### config.mk
export PLATFORM = sky130hd
export DESIGN_NAME = sscs_core
export DESIGN_NICKNAME = d
export VERILOG_FILES = /design/src/logic/sscs_core.v
export VERILOG_INCLUDE_DIRS = /design/src /design/src/pkg
export SDC_FILE = /design/constraint.sdc
export NUM_CORES = 1
export LEC_CHECK = 0
export BUFFER_PORTS_ARGS = -buffer_cell sky130_fd_sc_hd__buf_4
export CELL_PAD_IN_SITES_DETAIL_PLACEMENT = 0
export CELL_PAD_IN_SITES_GLOBAL_PLACEMENT = 1
export CORE_UTILIZATION = 48
export CTS_CLUSTER_DIAMETER = 40
export DETAILED_ROUTE_END_ITERATION = 16
export GPL_TIMING_DRIVEN = 0
export PLACE_DENSITY_LB_ADDON = 0.1
export SETUP_SLACK_MARGIN = 0.1
export SYNTH_ARGS = -nofsm -noshare
export SYNTH_HDL_FRONTEND = slang
export SYNTH_SLANG_ARGS = --single-unit
### constraint.sdc
create_clock -name mclk -period 12.5 [get_ports mclk]
set_input_delay 0.625 -clock mclk [delete_from_list [all_inputs] [get_ports mclk]]
set_output_delay 0.625 -clock mclk [all_outputs]
set_load 0.05 [all_outputs]
### src/pkg/sscs_consts.vh
// Register offsets, field positions, reset values and timing counts
// Assumes inclusion by the design file and the bench of the serial block
`ifndef SSCS_CONSTS_VH
`define SSCS_CONSTS_VH

`define SSCS_OFF_CTRL      8'h00
`define SSCS_OFF_MODE      8'h04
`define SSCS_OFF_RXDATA    8'h08
`define SSCS_OFF_TXDATA    8'h0c
`define SSCS_OFF_STATUS    8'h10
`define SSCS_OFF_IRQ_EN    8'h14
`define SSCS_OFF_IRQ_DIS   8'h18
`define SSCS_OFF_IRQ_MASK  8'h1c
`define SSCS_OFF_CFG0      8'h30
`define SSCS_OFF_CFG3      8'h3c

`define SSCS_CTRL_ENABLE   0
`define SSCS_CTRL_DISABLE  1

`define SSCS_MODE_MASTER   0
`define SSCS_MODE_VARSEL   1
`define SSCS_MODE_DECODER  2
`define SSCS_MODE_PRESCALE 3
`define SSCS_MODE_NOFAULT  4
`define SSCS_MODE_PCS_LSB  16
`define SSCS_MODE_WMASK    32'h000f001f
`define SSCS_MODE_RESET    32'h00000000

`define SSCS_CFG_WMASK     32'hfffffff3
`define SSCS_CFG_RESET     32'h00000000

`define SSCS_TXD_PCS_LSB   16
`define SSCS_STAT_ENABLED  16

`define SSCS_PRESCALE      5'h1f
`define SSCS_GAP_MIN       16'h0004
`define SSCS_GAP_SHIFT     5
`define SSCS_MIN_DIVISOR   8'h02
`define SSCS_PIN_IDLE      4'hf
`define SSCS_RESP_OKAY     2'b00
`define SSCS_RESP_SLVERR   2'b10

`endif

### src/logic/sscs_core.v
// Serial master core: flags, irq mask, select config and serializer on AXI4-Lite
// Assumes synchronous inputs on mclk; DMA counters report by strobes and levels
//
// Contract
// - Received chip-select field shows pin levels in master mode, else zero.
// - Transmit word chip-select used only when variable select active.
// - Without decoder, pins priority decode; code 1111 never used.
// - With decoder on, pins carry the chip-select code directly.
// - Receive-full sets on load from serializer, clears on data read.
// - Transmit-empty low at reset, disabled, after write; set by enable, handoff.
// - Mode fault sets flag; status read clears it.
// - Overrun sets on second load without data read; status read clears.
// - Count-done flags set at counter zero, clear on counter writes.
// - All-counts-zero flags high exactly when both counters are zero.
// - Status bit 16 shows whether the interface is enabled.
// - Enable writes set mask bits, disable writes clear, zeros ignored.
// - Mask view reads one where interrupt is enabled.
// - Configuration bit 0 sets serial clock idle level.
// - Phase bit selects change and capture edges.
// - Word-length field 0 to 8 gives 8 to 16 bits.
// - Serial clock is clock over twice divisor, or 64 times with prescale.
// - Divisor zero or one stops clock at idle, no transfers.
// - Lead delay zero gives half period, else field cycles, times 32 prescaled.
// - Inter-word delay 4 or 32 times field cycles, scaled by 32 prescaled.
// - Inter-word delay after every word, chip select held during it.
// - Prescale bit runs interface from clock divided by 32.
// - Mode bit chooses fixed or per-word chip-select.
//
// The implementer's own choices: the address map and the AXI4-Lite register port.
`include "sscs_consts.vh"
`timescale 1ns/10ps

module sscs_core (
    input  wire        mclk,
    input  wire        sys_rst,
    input  wire [31:0] s_axi_awaddr,
    input  wire        s_axi_awvalid,
    output wire        s_axi_awready,
    input  wire [31:0] s_axi_wdata,
    input  wire [3:0]  s_axi_wstrb,
    input  wire        s_axi_wvalid,
    output wire        s_axi_wready,
    output reg  [1:0]  s_axi_bresp,
    output reg         s_axi_bvalid,
    input  wire        s_axi_bready,
    input  wire [31:0] s_axi_araddr,
    input  wire        s_axi_arvalid,
    output wire        s_axi_arready,
    output reg  [31:0] s_axi_rdata,
    output reg  [1:0]  s_axi_rresp,
    output reg         s_axi_rvalid,
    input  wire        s_axi_rready,
    input  wire        mode_fault_detect,
    input  wire        rx_count_hit_zero,
    input  wire        rx_count_write,
    input  wire        rx_count_zero,
    input  wire        rx_next_count_zero,
    input  wire        tx_count_hit_zero,
    input  wire        tx_count_write,
    input  wire        tx_count_zero,
    input  wire        tx_next_count_zero,
    input  wire        serial_data_in,
    output reg         serial_data_out,
    output reg         serial_clock_pin,
    output reg  [3:0]  chip_select_pins,
    output reg         irq
);

    localparam [3:0] S_IDLE  = 4'b0001;
    localparam [3:0] S_LEAD  = 4'b0010;
    localparam [3:0] S_SHIFT = 4'b0100;
    localparam [3:0] S_GAP   = 4'b1000;

    ////////////////////////////////////////////////////////////////////////
    // Bus slave
    reg         aw_held;
    reg         w_held;
    reg  [7:0]  aw_addr;
    reg  [31:0] w_data;
    reg  [3:0]  w_strb;
    wire        wr_fire = aw_held & w_held & ~s_axi_bvalid;
    wire        rd_fire = s_axi_arvalid & ~s_axi_rvalid;
    wire [31:0] wmask = {{8{w_strb[3]}}, {8{w_strb[2]}}, {8{w_strb[1]}}, {8{w_strb[0]}}};
    wire [31:0] wd = w_data & wmask;
    wire [7:0]  ra = s_axi_araddr[7:0];

    assign s_axi_awready = ~aw_held;
    assign s_axi_wready  = ~w_held;
    assign s_axi_arready = ~s_axi_rvalid;

    wire wr_ctrl  = wr_fire & (aw_addr == `SSCS_OFF_CTRL);
    wire wr_mode  = wr_fire & (aw_addr == `SSCS_OFF_MODE);
    wire wr_txd   = wr_fire & (aw_addr == `SSCS_OFF_TXDATA);
    wire wr_ien   = wr_fire & (aw_addr == `SSCS_OFF_IRQ_EN);
    wire wr_idis  = wr_fire & (aw_addr == `SSCS_OFF_IRQ_DIS);
    wire wr_cfg   = wr_fire & (aw_addr >= `SSCS_OFF_CFG0) & (aw_addr <= `SSCS_OFF_CFG3) & (aw_addr[1:0] == 2'b00);
    wire wr_ok    = wr_ctrl | wr_mode | wr_txd | wr_ien | wr_idis | wr_cfg;
    wire rd_rxd   = rd_fire & (ra == `SSCS_OFF_RXDATA);
    wire rd_stat  = rd_fire & (ra == `SSCS_OFF_STATUS);

    ////////////////////////////////////////////////////////////////////////
    // Registers and flags
    reg         enabled;
    reg  [31:0] mode_reg;
    reg  [31:0] cfg [0:3];
    reg  [15:0] tx_word;
    reg  [3:0]  tx_pcs;
    reg  [15:0] rx_word;
    reg  [3:0]  rx_pcs;
    reg  [7:0]  irq_mask;
    reg         rx_full_flag;
    reg         tx_empty_flag;
    reg         mode_fault_flag;
    reg         overrun_flag;
    reg         rx_count_done;
    reg         tx_count_done;

    wire master_mode           = mode_reg[`SSCS_MODE_MASTER];
    wire variable_select_enable = mode_reg[`SSCS_MODE_VARSEL];
    wire select_decoder_mode   = mode_reg[`SSCS_MODE_DECODER];
    wire prescale_by_thirtytwo = mode_reg[`SSCS_MODE_PRESCALE];
    wire fault_check_off       = mode_reg[`SSCS_MODE_NOFAULT];
    wire [3:0] fixed_select    = mode_reg[`SSCS_MODE_PCS_LSB+3:`SSCS_MODE_PCS_LSB];

    wire rx_all_counts_zero = rx_count_zero & rx_next_count_zero;
    wire tx_all_counts_zero = tx_count_zero & tx_next_count_zero;
    wire [7:0] status_bits = {tx_all_counts_zero, rx_all_counts_zero, tx_count_done, rx_count_done,
                              overrun_flag, mode_fault_flag, tx_empty_flag, rx_full_flag};

    ////////////////////////////////////////////////////////////////////////
    // Chip-select choice
    wire [3:0] chip_select_value = variable_select_enable ? tx_pcs : fixed_select;
    reg  [1:0] sel_idx;
    reg  [3:0] sel_pins;
    always @* begin
        if (select_decoder_mode) begin
            sel_idx  = chip_select_value[3:2];
            sel_pins = chip_select_value;
        end else if (!chip_select_value[0]) begin
            sel_idx  = 2'd0;
            sel_pins = 4'b1110;
        end else if (!chip_select_value[1]) begin
            sel_idx  = 2'd1;
            sel_pins = 4'b1101;
        end else if (!chip_select_value[2]) begin
            sel_idx  = 2'd2;
            sel_pins = 4'b1011;
        end else begin
            sel_idx  = 2'd3;
            sel_pins = 4'b0111;
        end
    end

    ////////////////////////////////////////////////////////////////////////
    // Serializer timing
    reg  [3:0]  state;
    reg  [1:0]  act_idx;
    reg  [3:0]  act_code;
    reg  [4:0]  pre_cnt;
    reg  [15:0] cnt;
    reg  [4:0]  edge_cnt;
    reg  [15:0] sreg;
    reg  [15:0] rx_shift;

    wire [31:0] sel_cfg = cfg[sel_idx];
    wire [31:0] act_cfg = cfg[act_idx];
    wire [7:0]  act_div = act_cfg[15:8];
    wire [3:0]  act_bits = act_cfg[7:4];
    wire [7:0]  act_lead = act_cfg[23:16];
    wire [7:0]  act_gap = act_cfg[31:24];
    wire [3:0]  sel_bits = sel_cfg[7:4];
    wire        tick = ~prescale_by_thirtytwo | (pre_cnt == `SSCS_PRESCALE);
    wire        expire = tick & (cnt == 16'h0001);
    wire        can_run = enabled & master_mode & (sel_cfg[15:8] >= `SSCS_MIN_DIVISOR);
    wire        word_ready = can_run & ~tx_empty_flag & ~wr_txd;
    wire        start_new = (state == S_IDLE) & word_ready;
    wire        continue_word = (state == S_GAP) & expire & word_ready & (chip_select_value == act_code);
    wire        do_load = start_new | continue_word;
    wire        leading = ~edge_cnt[0];
    wire        capture = ~(leading ^ act_cfg[1]);
    wire        do_edge = expire & ((state == S_LEAD) | (state == S_SHIFT));
    wire [4:0]  edge_last = {1'b0, act_bits} + 5'd7;
    wire        final_edge = do_edge & (edge_cnt == {edge_last[3:0], 1'b1});
    wire [15:0] rx_next = capture ? {rx_shift[14:0], serial_data_in} : rx_shift;
    wire [15:0] rx_width_mask = 16'hffff >> (4'd8 - act_bits);
    wire [15:0] tx_aligned = tx_word << (4'd8 - sel_bits);
    wire        rx_load = final_edge;

    always @(posedge mclk or posedge sys_rst) begin
        if (sys_rst) begin
            pre_cnt <= 5'h00;
        end else begin
            pre_cnt <= pre_cnt + 5'h01;
        end
    end

    always @(posedge mclk or posedge sys_rst) begin
        if (sys_rst) begin
            state            <= S_IDLE;
            act_idx          <= 2'd0;
            act_code         <= 4'h0;
            cnt              <= 16'h0000;
            edge_cnt         <= 5'h00;
            sreg             <= 16'h0000;
            rx_shift         <= 16'h0000;
            serial_data_out  <= 1'b0;
            serial_clock_pin <= 1'b0;
            chip_select_pins <= `SSCS_PIN_IDLE;
        end else begin
            if (tick && cnt != 16'h0000) begin
                cnt <= cnt - 16'h0001;
            end
            case (state)
                S_IDLE: begin
                    serial_clock_pin <= sel_cfg[0];
                    chip_select_pins <= `SSCS_PIN_IDLE;
                end
                S_LEAD, S_SHIFT: begin
                    if (do_edge) begin
                        serial_clock_pin <= ~serial_clock_pin;
                        edge_cnt         <= edge_cnt + 5'h01;
                        cnt              <= {8'h00, act_div};
                        state            <= S_SHIFT;
                        rx_shift         <= rx_next;
                        if (!capture) begin
                            serial_data_out <= sreg[15];
                            sreg            <= {sreg[14:0], 1'b0};
                        end
                        if (final_edge) begin
                            state <= S_GAP;
                            if (act_gap == 8'h00) begin
                                cnt <= `SSCS_GAP_MIN;
                            end else begin
                                cnt <= {3'b000, act_gap, 5'b00000};
                            end
                        end
                    end
                end
                S_GAP: begin
                    if (expire && !continue_word) begin
                        state            <= S_IDLE;
                        chip_select_pins <= `SSCS_PIN_IDLE;
                    end
                end
                default: begin
                    state <= S_IDLE;
                end
            endcase
            if (do_load) begin
                act_idx          <= sel_idx;
                act_code         <= chip_select_value;
                chip_select_pins <= sel_pins;
                edge_cnt         <= 5'h00;
                rx_shift         <= 16'h0000;
                serial_clock_pin <= sel_cfg[0];
                if (sel_cfg[1]) begin
                    serial_data_out <= tx_aligned[15];
                    sreg            <= {tx_aligned[14:0], 1'b0};
                end else begin
                    sreg <= tx_aligned;
                end
                if (start_new) begin
                    state <= S_LEAD;
                    if (sel_cfg[23:16] == 8'h00) begin
                        cnt <= {8'h00, sel_cfg[15:8]};
                    end else begin
                        cnt <= {8'h00, sel_cfg[23:16]};
                    end
                end else begin
                    state <= S_SHIFT;
                    cnt   <= {8'h00, sel_cfg[15:8]};
                end
            end
        end
    end

    ////////////////////////////////////////////////////////////////////////
    // Register writes and flag updates
    integer i;
    always @(posedge mclk or posedge sys_rst) begin
        if (sys_rst) begin
            enabled         <= 1'b0;
            mode_reg        <= `SSCS_MODE_RESET;
            for (i = 0; i < 4; i = i + 1) begin
                cfg[i] <= `SSCS_CFG_RESET;
            end
            tx_word         <= 16'h0000;
            tx_pcs          <= 4'h0;
            rx_word         <= 16'h0000;
            rx_pcs          <= 4'h0;
            irq_mask        <= 8'h00;
            rx_full_flag    <= 1'b0;
            tx_empty_flag   <= 1'b0;
            mode_fault_flag <= 1'b0;
            overrun_flag    <= 1'b0;
            rx_count_done   <= 1'b0;
            tx_count_done   <= 1'b0;
            irq             <= 1'b0;
        end else begin
            if (wr_ctrl && wd[`SSCS_CTRL_DISABLE]) begin
                enabled       <= 1'b0;
                tx_empty_flag <= 1'b0;
            end else if (wr_ctrl && wd[`SSCS_CTRL_ENABLE]) begin
                enabled       <= 1'b1;
                tx_empty_flag <= 1'b1;
            end else if (wr_txd) begin
                tx_empty_flag <= 1'b0;
            end else if (do_load) begin
                tx_empty_flag <= 1'b1;
            end
            if (wr_mode) begin
                mode_reg <= (mode_reg & ~(wmask & `SSCS_MODE_WMASK)) | (wd & `SSCS_MODE_WMASK);
            end
            if (wr_cfg) begin
                cfg[aw_addr[3:2]] <= (cfg[aw_addr[3:2]] & ~(wmask & `SSCS_CFG_WMASK)) | (wd & `SSCS_CFG_WMASK);
            end
            if (wr_txd) begin
                tx_word <= (tx_word & ~wmask[15:0]) | wd[15:0];
                tx_pcs  <= (tx_pcs & ~wmask[`SSCS_TXD_PCS_LSB+3:`SSCS_TXD_PCS_LSB])
                           | wd[`SSCS_TXD_PCS_LSB+3:`SSCS_TXD_PCS_LSB];
            end
            irq_mask <= (irq_mask | (wr_ien ? wd[7:0] : 8'h00)) & ~(wr_idis ? wd[7:0] : 8'h00);
            if (rx_load) begin
                rx_word <= rx_next & rx_width_mask;
                rx_pcs  <= chip_select_pins;
            end
            if (rx_load) begin
                rx_full_flag <= 1'b1;
            end else if (rd_rxd) begin
                rx_full_flag <= 1'b0;
            end
            if (rx_load && rx_full_flag && !rd_rxd) begin
                overrun_flag <= 1'b1;
            end else if (rd_stat) begin
                overrun_flag <= 1'b0;
            end
            if (mode_fault_detect && !fault_check_off) begin
                mode_fault_flag <= 1'b1;
            end else if (rd_stat) begin
                mode_fault_flag <= 1'b0;
            end
            if (rx_count_hit_zero) begin
                rx_count_done <= 1'b1;
            end else if (rx_count_write) begin
                rx_count_done <= 1'b0;
            end
            if (tx_count_hit_zero) begin
                tx_count_done <= 1'b1;
            end else if (tx_count_write) begin
                tx_count_done <= 1'b0;
            end
            irq <= |(status_bits & irq_mask);
        end
    end

    ////////////////////////////////////////////////////////////////////////
    // Bus handshakes and read data
    reg [31:0] rd_mux;
    reg        rd_hit;
    always @* begin
        rd_hit = 1'b1;
        rd_mux = 32'h00000000;
        case (ra)
            `SSCS_OFF_MODE:     rd_mux = mode_reg;
            `SSCS_OFF_RXDATA:   rd_mux = {12'h000, master_mode ? rx_pcs : 4'h0, rx_word};
            `SSCS_OFF_STATUS:   rd_mux = {15'h0000, enabled, 8'h00, status_bits};
            `SSCS_OFF_IRQ_MASK: rd_mux = {24'h000000, irq_mask};
            8'h30:              rd_mux = cfg[0];
            8'h34:              rd_mux = cfg[1];
            8'h38:              rd_mux = cfg[2];
            8'h3c:              rd_mux = cfg[3];
            `SSCS_OFF_CTRL, `SSCS_OFF_TXDATA, `SSCS_OFF_IRQ_EN, `SSCS_OFF_IRQ_DIS: rd_hit = 1'b1;
            default:            rd_hit = 1'b0;
        endcase
    end

    always @(posedge mclk or posedge sys_rst) begin
        if (sys_rst) begin
            aw_held      <= 1'b0;
            w_held       <= 1'b0;
            aw_addr      <= 8'h00;
            w_data       <= 32'h00000000;
            w_strb       <= 4'h0;
            s_axi_bvalid <= 1'b0;
            s_axi_bresp  <= `SSCS_RESP_OKAY;
            s_axi_rvalid <= 1'b0;
            s_axi_rdata  <= 32'h00000000;
            s_axi_rresp  <= `SSCS_RESP_OKAY;
        end else begin
            if (s_axi_awvalid && !aw_held) begin
                aw_held <= 1'b1;
                aw_addr <= s_axi_awaddr[7:0];
            end
            if (s_axi_wvalid && !w_held) begin
                w_held <= 1'b1;
                w_data <= s_axi_wdata;
                w_strb <= s_axi_wstrb;
            end
            if (wr_fire) begin
                aw_held      <= 1'b0;
                w_held       <= 1'b0;
                s_axi_bvalid <= 1'b1;
                s_axi_bresp  <= wr_ok ? `SSCS_RESP_OKAY : `SSCS_RESP_SLVERR;
            end else if (s_axi_bready) begin
                s_axi_bvalid <= 1'b0;
            end
            if (rd_fire) begin
                s_axi_rvalid <= 1'b1;
                s_axi_rdata  <= rd_mux;
                s_axi_rresp  <= rd_hit ? `SSCS_RESP_OKAY : `SSCS_RESP_SLVERR;
            end else if (s_axi_rready) begin
                s_axi_rvalid <= 1'b0;
            end
        end
    end

endmodule

# Word-level counts from Yosys, hierarchy flattened

Index checks and enable logic that the tools add are counted.

Register bits after elaboration: 374
Logic and storage cells: 278
Bits of input ports: 117

Reduce and logical (&&, ||, !) cells: 45
Add/sub/neg operators: 6
Bitwise operators: 65
Equality and inequality tests: 26
Muxes and demuxes: 88
Magnitude comparators: 7
Shift-type cells: 2

Operators with widths:

| kind               | count |
|---|---|
| $pmux 32 s8        | 1 |
| $mux 16            | 14 |
| $bmux 32 s2        | 3 |
| $mux 32            | 5 |
| $bwmux 128         | 1 |
| $and 32x32->32     | 3 |
| $demux 32 s2       | 1 |
| $eq 8x5->1 const B | 6 |
| $mux 24            | 2 |
| $mux 4             | 12 |
| $and 16x16->16     | 2 |
| $eq 8x6->1 const B | 4 |
| $logic_not 8->1    | 4 |
| $mux 1             | 32 |
| $not 20->32        | 1 |
| $not 32->32        | 1 |
| $or 32x20->32      | 1 |
| $or 32x32->32      | 1 |
| $and 1x1->1        | 26 |
| $mux 13            | 2 |
| $reduce_bool 2->1  | 13 |
| $eq 8x4->1 const B | 3 |
| $mux 8             | 3 |
| $and 8x8->8        | 2 |
| 51 further kinds   | 96 |

# Depth between registers and ports, before layout

Gate-level depths: netlist of run 1.

Word-level depth: 20
Gate-level depth with buffers: 17
Depth with buffers taken out: 13

# Worst setup path before layout of run 1

No wires, ideal clock.

Path type: register to register
Start point: reg with a tool-made name
End point: reg sreg[6]
Library setup time: 0.120 ns
Cell stages (with the launch flop): 15
Buffers on the path: 3
Slack: 8.640 ns
Arrival: 3.740 ns
Path through: dfrtp_1 mux4_2 buf_6 buf_6 mux2i_4 nand3_4 nand2_2 ha_1 inv_1 clkbuf_1 mux4_2 mux2i_1 mux2_2 mux2i_1 a31o_2

RTL lines:

| item                 | line            | RTL |
|---|---|---|
| to (signal assigned) | sscs_core.v:227 | `sreg <= {sreg[14:0], 1'b0};` |
| to (signal assigned) | sscs_core.v:258 | `sreg <= {tx_aligned[14:0], 1'b0};` |
| to (signal assigned) | sscs_core.v:260 | `sreg <= tx_aligned;` |
| to (decl)            | sscs_core.v:162 | `reg [15:0] sreg;` |

==> results of run 1 <==
## per-stage QoR
step	power, mW	util, %	instances	TNS [ps]
5_1_grt	5.844	58.57	2500	0
6_report	5.589	58.57	2500	0
3_3_place_gp	3.878	53.10	2393	-602940
3_5_place_dp	3.929	53.36	2396	0
4_1_cts	5.566	58.57	2500	0
2_1_floorplan	3.255	-	1768	0
## layout by cell type, fill, tap and decap left out, types with 11 or more instances in the layout
cell / n
dfrtp_1: 344
nor2_1: 223
nand2_1: 169
a21oi_1: 162
buf_4: 122
clkbuf_1: 94
mux2i_1: 90
mux2_2: 85
mux4_2: 75
clkbuf_16: 56
a22oi_1: 51
a31oi_1: 44
o21ai_0: 33
inv_1: 29
nand3_1: 28
nor3_1: 22
a221oi_1: 21
xnor2_1: 20
nor2b_1: 17
and3_1: 16
nand2b_1: 15
xor2_1: 14
buf_2: 13
a211oi_1: 13
a21o_1: 12
clkbuf_8: 11
## power by group through the flow
| stage | combinational [mW] | sequential (mW) | clock, mW |
|---|---|---|---|
| 6_report | 2.10 | 1.86 | 1.63 |
| 5_1_grt | 2.26 | 1.89 | 1.69 |
| 3_3_place_gp | 2.03 | 1.84 | 0 |
| 3_5_place_dp | 2.07 | 1.86 | 0 |
| 4_1_cts | 2.08 | 1.84 | 1.64 |
| 2_1_floorplan | 1.47 | 1.78 | 0 |
## flip-flops by register name (all words and copies together) (netlist names), 2 cells and up, named ones only
signal	count
cfg	128
s_axi_rdata	32
w_data	32
cnt	16
rx_shift	16
rx_word	16
sreg	16
aw_addr	8
irq_mask	8
edge_cnt	5
pre_cnt	5
act_code	4
chip_select_pins	4
rx_pcs	4
state	4
w_strb	4
act_idx	2
## logic make-up after synthesis
| logic type | after synthesis | synth area share, % |
|---|---|---|
| other cells | 1 | 0.02006 |
| compound gates | 432 | 15.54 |
| mux | 254 | 19.36 |
| flops | 349 | 46.76 |
| xor+xnor | 35 | 1.680 |
| fa+ha+maj | 10 | 0.6694 |
| buf+inv | 152 | 3.421 |
| simple gates | 534 | 12.56 |
## layer usage
| metal | vias to the layer above | share of wire, % | GRT usage (%) | routed length [um] |
|---|---|---|---|---|
| met5 | - | 0.019 | 0 | 12 |
| met4 | 2 | 2.8 | 10.21 | 1748 |
| met3 | 106 | 9.0 | 5.333 | 5692 |
| met2 | 742 | 45 | 49.03 | 28460 |
| met1 | 7918 | 43 | 48.12 | 27290 |
| li1 | 6896 | - | - | - |
## worst paths after layout
| path | from | depth (start not counted) | to | slack, ps |
|---|---|---|---|---|
| worst max-delay path | flip-flop | 14 | sreg[15]$_DFFE_PP0P_ | 7440 |
| worst min-delay path | sys_rst | 2 | aw_held$_DFFE_PP0P_ | 60 |
| worst max register to register | flip-flop | 14 | sreg[15]$_DFFE_PP0P_ | 7440 |
| worst min register to register | pre_cnt[0]$_DFF_PP0_ | 1 | pre_cnt[0]$_DFF_PP0_ | 450 |
| max in group asynchronous | sys_rst | 4 | pre_cnt[4]$_DFF_PP0_ | 11210 |
| min in group mclk | s_axi_rready | 2 | s_axi_rvalid$_DFFE_PP0P_ | 200 |
## cell type report
cell class	count	area [um2]	share of cell area, %
buffer	122	526.8	2.365
clock buffer	73	1575	7.074
clock inverter	31	406.6	1.826
inverter	30	120.1	0.5394
multi-input combinational	1267	9323	41.86
sequential	349	8740	39.25
tap	511	639.4	2.871
timing repair buffer	117	938.4	4.214
## critical path, cell delays in order (launching register included)
cell and delay, ps:
dfrtp_1 520, mux4_2 530, buf_6 170, o21a_1 250
o221ai_1 540, nand2_2 320, ha_1 460, inv_1 190
clkbuf_1 440, mux4_2 380, mux2i_1 380, mux2i_1 190
nor2b_1 180, a211oi_1 270, a211oi_1 70
==> reports/qor.yml, run 1 <==
finalMaxSlewViolations: 0
die_area_um2: 39730
rsz0062_at_grt: "false"
p_clk_share_pct: 29.1
cts_tree: "done"
clk_latency_ps: 610
fmax_mhz: 197.5
worstHoldPathType: "input port to async pin"
diodes: 0
clkSinkCount: 349
synth_top_cell_area_share_pct: 46.05
status: "finished clean"
hold_slack_ps: 62.21
tightest_slew_ps: 1364
synth_cell_types: 86
power.density_nw_per_um2: 251.0
synth-seq-cells: 349
die_h_um: 199.3
yosys.cell_count.top_type: "dfrtp_1"
synth_edf_count: 0
vias: 15664
drtIter0Drc: 1640
hpwl_um: 46030
ant_nets: 0
fin_nets: 2069
postCtsHoldBufs: 0
cts-resized-gates: 0
grt-ovfl-total: 0
critPathArrivalTime_ps: 5530
antenna_found_initial: 1
setup_viol: 0
worstSetupStartpointType: "flip-flop"
pin_count: 165
finalHoldViolCount: 0
core_um2: 38020
synthToLayoutAreaGrowth_pct: 19.14
crit_fanout: 10
switchingPower_mw: 2.233
drive_above_1_share_pct: 21.57
drc_errors: 0
seq_power_share_pct: 33.4
synth-seq-area-share_pct: 46.76
start_util_pct: 49.16
clock-root-buffer: "clkbuf_16"
synth_flop_cell: "dfrtp_1"
port_buffers: 114
ctsHtreeMaxLevel: 2
grt_pass1_wl_um: 95210
yosys-top-cells-count: "344 x dfrtp_1, 223 x nor2_1, 169 x nand2_1, 162 x a21oi_1, 90 x mux2i_1"
die_w_um: 199.3
grt_use_total_pct: 32.59
avgSynthCellArea_um2: 10.58
worstPathRequired_ps: 12960
placed_area_um2: 20290
max_slew_margin_pct: 8.363
grt_pass1_vias: 15078
finalCriticalPeriod_ps: 5063
wl_um: 63200
p_sw_share_pct: 39.95
yosys-top-cells-area: "dfrtp_1 46%, mux4_2 9.0%, mux2_2 5.1%"
dr.pass1.iters: 6
gp_congestion: 0.9401
viasPerCell: 6.266
grt_max_degree: 123
n_fill_cell: 3309
cts_max_path_buffers: 3
wl_per_cell_um: 25.28
rows: 71
cts.clk_slew.worst_paths_ps: 50
yosys.area.top_type: "dfrtp_1"
critPathKind: "flip-flop to flip-flop"
setup.worst_path.end_class: "flip-flop"
cellLeakagePower_nw: 9.726
yosysWarnings: 0
finClkSkew_ps: 24.25
post_cts_buffers: 0
pwr-share-comb_pct: 37.5
drv_cap: 0
post-place-ws_ps: 7552
synthCells: 1767
vdd_drop_max_uv: 170.9
fin_ws_ps: 7437
power.internal_mw: 3.356
final_cell_area_um2: 22270
synth_area_um2: 18690
synthArstFlopShare_pct: 100.0
min_period_over_period_pct: 40.51
cts_made_buffers: 55
No activity file was read; power rests on OpenSTA's default activity.
==> run 2: changes to the inputs <==
clock period = 5 ns   (was 12.5 ns; I/O delays follow)
==> run 2 against run 1 <==
Clock-buffer cell count decreased by 3. Maximum frequency rose by 9.5%. Non-clock buffer count increased by 65. Combinational power rose to 2.5 times the previous value. Cell count is 2.6% higher. Die area unchanged. Sequential share of layout area shrank 1.3 points. Core utilization grew 2.1 points. Largest cell class unchanged.
==> reports/qor.yml, run 2 (synthesis gave the netlist of run 1 again) <==
final_cell_area_um2: 23060  # +3.5%
hpwl_um: 46180  # +0.31%
post-place-ws_ps: 199.2  # -7352 ps
critPathArrivalTime_ps: 5150  # -380 ps
clkSinkCount: 349  # unchanged
fmax_mhz: 216.2  # +9.5%
reg.largest.list: "cfg x128, s_axi_rdata x32, w_data x32"
vdd_drop_max_uv: 400.5  # +130%
rsz0062_at_grt: "false"
synthToLayoutAreaGrowth_pct: 23.35
worstHoldPathType: "input port to flip-flop"
drc_errors: 0  # unchanged
max_stage_delay_ps: 990  # +450 ps
dr.pass1.iters: 8  # +2
cts_tree: "done"
drtIter0Drc: 1564  # -4.6%
antenna_found_initial: 1  # unchanged
grt_use_total_pct: 32.88  # +0.29 points
pin_count: 165  # unchanged
die_h_um: 199.3  # unchanged
finalHoldViolCount: 0  # unchanged
regMostFlops: "cfg"
slowest_stage: "a2111oi_0"
clk_latency_ps: 610  # about the same
fin_nets: 2136  # +3.2%
path_cells: "buf_4 > nor2_1 > o32ai_2 > nor2_1 > buf_2 > buf_2 > buf_2 > a31oi_1 > a2111oi_0 > a21oi_2 > o311ai_1 > o31a_1"
status: "finished clean"
min_period_over_period_pct: 92.50  # +52 points
wl_per_cell_um: 24.65  # -2.5%
drive_above_1_share_pct: 21.32  # -0.24 points
largest_reg_flops: 128  # unchanged
power.density_nw_per_um2: 617.3  # +150%
vias: 15769  # +0.67%
crit_fanout: 10  # unchanged
holdCritStartpoint: "s_axi_araddr[5]"
wl_um: 63230  # about the same
cts_max_path_buffers: 3  # unchanged
finalMaxSlewViolations: 0  # unchanged
grt_pass1_vias: 15472  # +2.6%
finClkSkew_ps: 27.56  # +3.312 ps
cts.clk_slew.worst_paths_ps: 60  # about the same
tightest_slew_ps: 1270  # -93.75 ps
ctsHtreeMaxLevel: 2  # unchanged
die_area_um2: 39730  # unchanged
fin_ws_ps: 374.9  # -7062 ps
mostFrequentLayoutCells: "344 x dfrtp_1, 223 x nor2_1, 169 x nand2_1, 162 x a21oi_1, 123 x buf_4"
grt-ovfl-total: 0  # unchanged
crit_top_cell: "buf_2"
worstSetupStartpointType: "flip-flop"
setup.worst_path.end_class: "flip-flop"
drv_cap: 0  # unchanged
cts_made_buffers: 57  # +3.6%
core_um2: 38020  # unchanged
max_slew_margin_pct: 14.66  # +6.3 points
cellLeakagePower_nw: 10.08  # +3.6%
die_w_um: 199.3  # unchanged
setup_viol: 0  # unchanged
rows: 71  # unchanged
port_buffers: 114  # unchanged
start_util_pct: 49.16  # unchanged
clock-root-buffer: "clkbuf_16"
placed_area_um2: 20380  # +0.46%
grt_pass1_wl_um: 95810  # +0.62%
mostFrequentLayoutCell: "dfrtp_1"
finalCriticalPeriod_ps: 4625  # -438.1 ps
critPathKind: "flip-flop to flip-flop"
ant_nets: 0  # unchanged
grt_max_degree: 43  # -65%
gp_congestion: 0.9219  # -1.9%
diodes: 0  # unchanged
viasPerCell: 6.148  # -1.9%
worstPathRequired_ps: 5530  # -7430 ps
-- run 2: cell type report --
type / count / area, um2
timing repair buffer: 182 / 1624
fill: 3274 / 14970
buffer: 122 / 528.0
sequential: 349 / 8740
multi-input combinational: 1267 / 9329
clock buffer: 70 / 1556
inverter: 30 / 116.4
clock inverter: 34 / 523.0
tap: 511 / 639.4
-- run 2: layer usage --
layer,wire length [um],vias to the layer above,track usage (%),share of wire [%]
met4,2362,0,12.55,3.7
li1,-,7016,-,-
met2,28120,712,49.14,44
met3,6216,122,8.726,9.8
met5,0,-,0,0
met1,26530,7919,45.73,42
-- run 2: worst paths after layout --
| path | endpoint | slack [ps] | cells past startpoint |
|---|---|---|---|
| worst max-delay path | cnt[2]$_DFF_PP0_ | 370 | 12 |
| worst min-delay path | s_axi_rresp[1]$_DFFE_PP0P_ | 70 | 3 |
| worst max register to register | cnt[2]$_DFF_PP0_ | 370 | 12 |
| worst min register to register | pre_cnt[0]$_DFF_PP0_ | 450 | 1 |
| max in group asynchronous | state[0]$_DFFE_PP1P_ | 3230 | 7 |
| min in group asynchronous | s_axi_bvalid$_DFFE_PP0P_ | 250 | 3 |
-- run 2: what timing repair did --
item                                   in CTS  in global routing
hold buffers                               58                  0
setup buffers                               0                  1
setup endpoints to repair                   0                  9
endpoints found under the hold margin      74                  0
resized for setup                           0                  3
-- run 2: where the power goes --
part	total (mW)	switching, mW	internal [mW]
logic	5.29	3.07	2.22
registers	4.66	1.03	3.63
clock network	4.28	1.45	2.83
-- run 2: critical path, delay by kind of cell, from the launching register on --
family,cells,cell delay (ps)
AOI/OAI and AO/OA,6,2490
buffers and inverters,4,1210
DFF,1,410
and+or+nand+nor,2,450
-- run 2: through the flow --
stage | setup TNS (ps) | power, mW | hold slack, ps | cells | utilization (%)
after floorplan | 0 | 8.138 | 342.3 | 1768 | -
after global placement | -675220 | 9.673 | 432.9 | 2393 | 53.11
after detailed placement | 0 | 9.808 | 337.7 | 2402 | 53.60
after CTS | 0 | 14.17 | 33.06 | 2564 | 60.60
after global routing | 0 | 14.91 | 81.56 | 2565 | 60.64
final | 0 | 14.23 | 65.21 | 2565 | 60.64
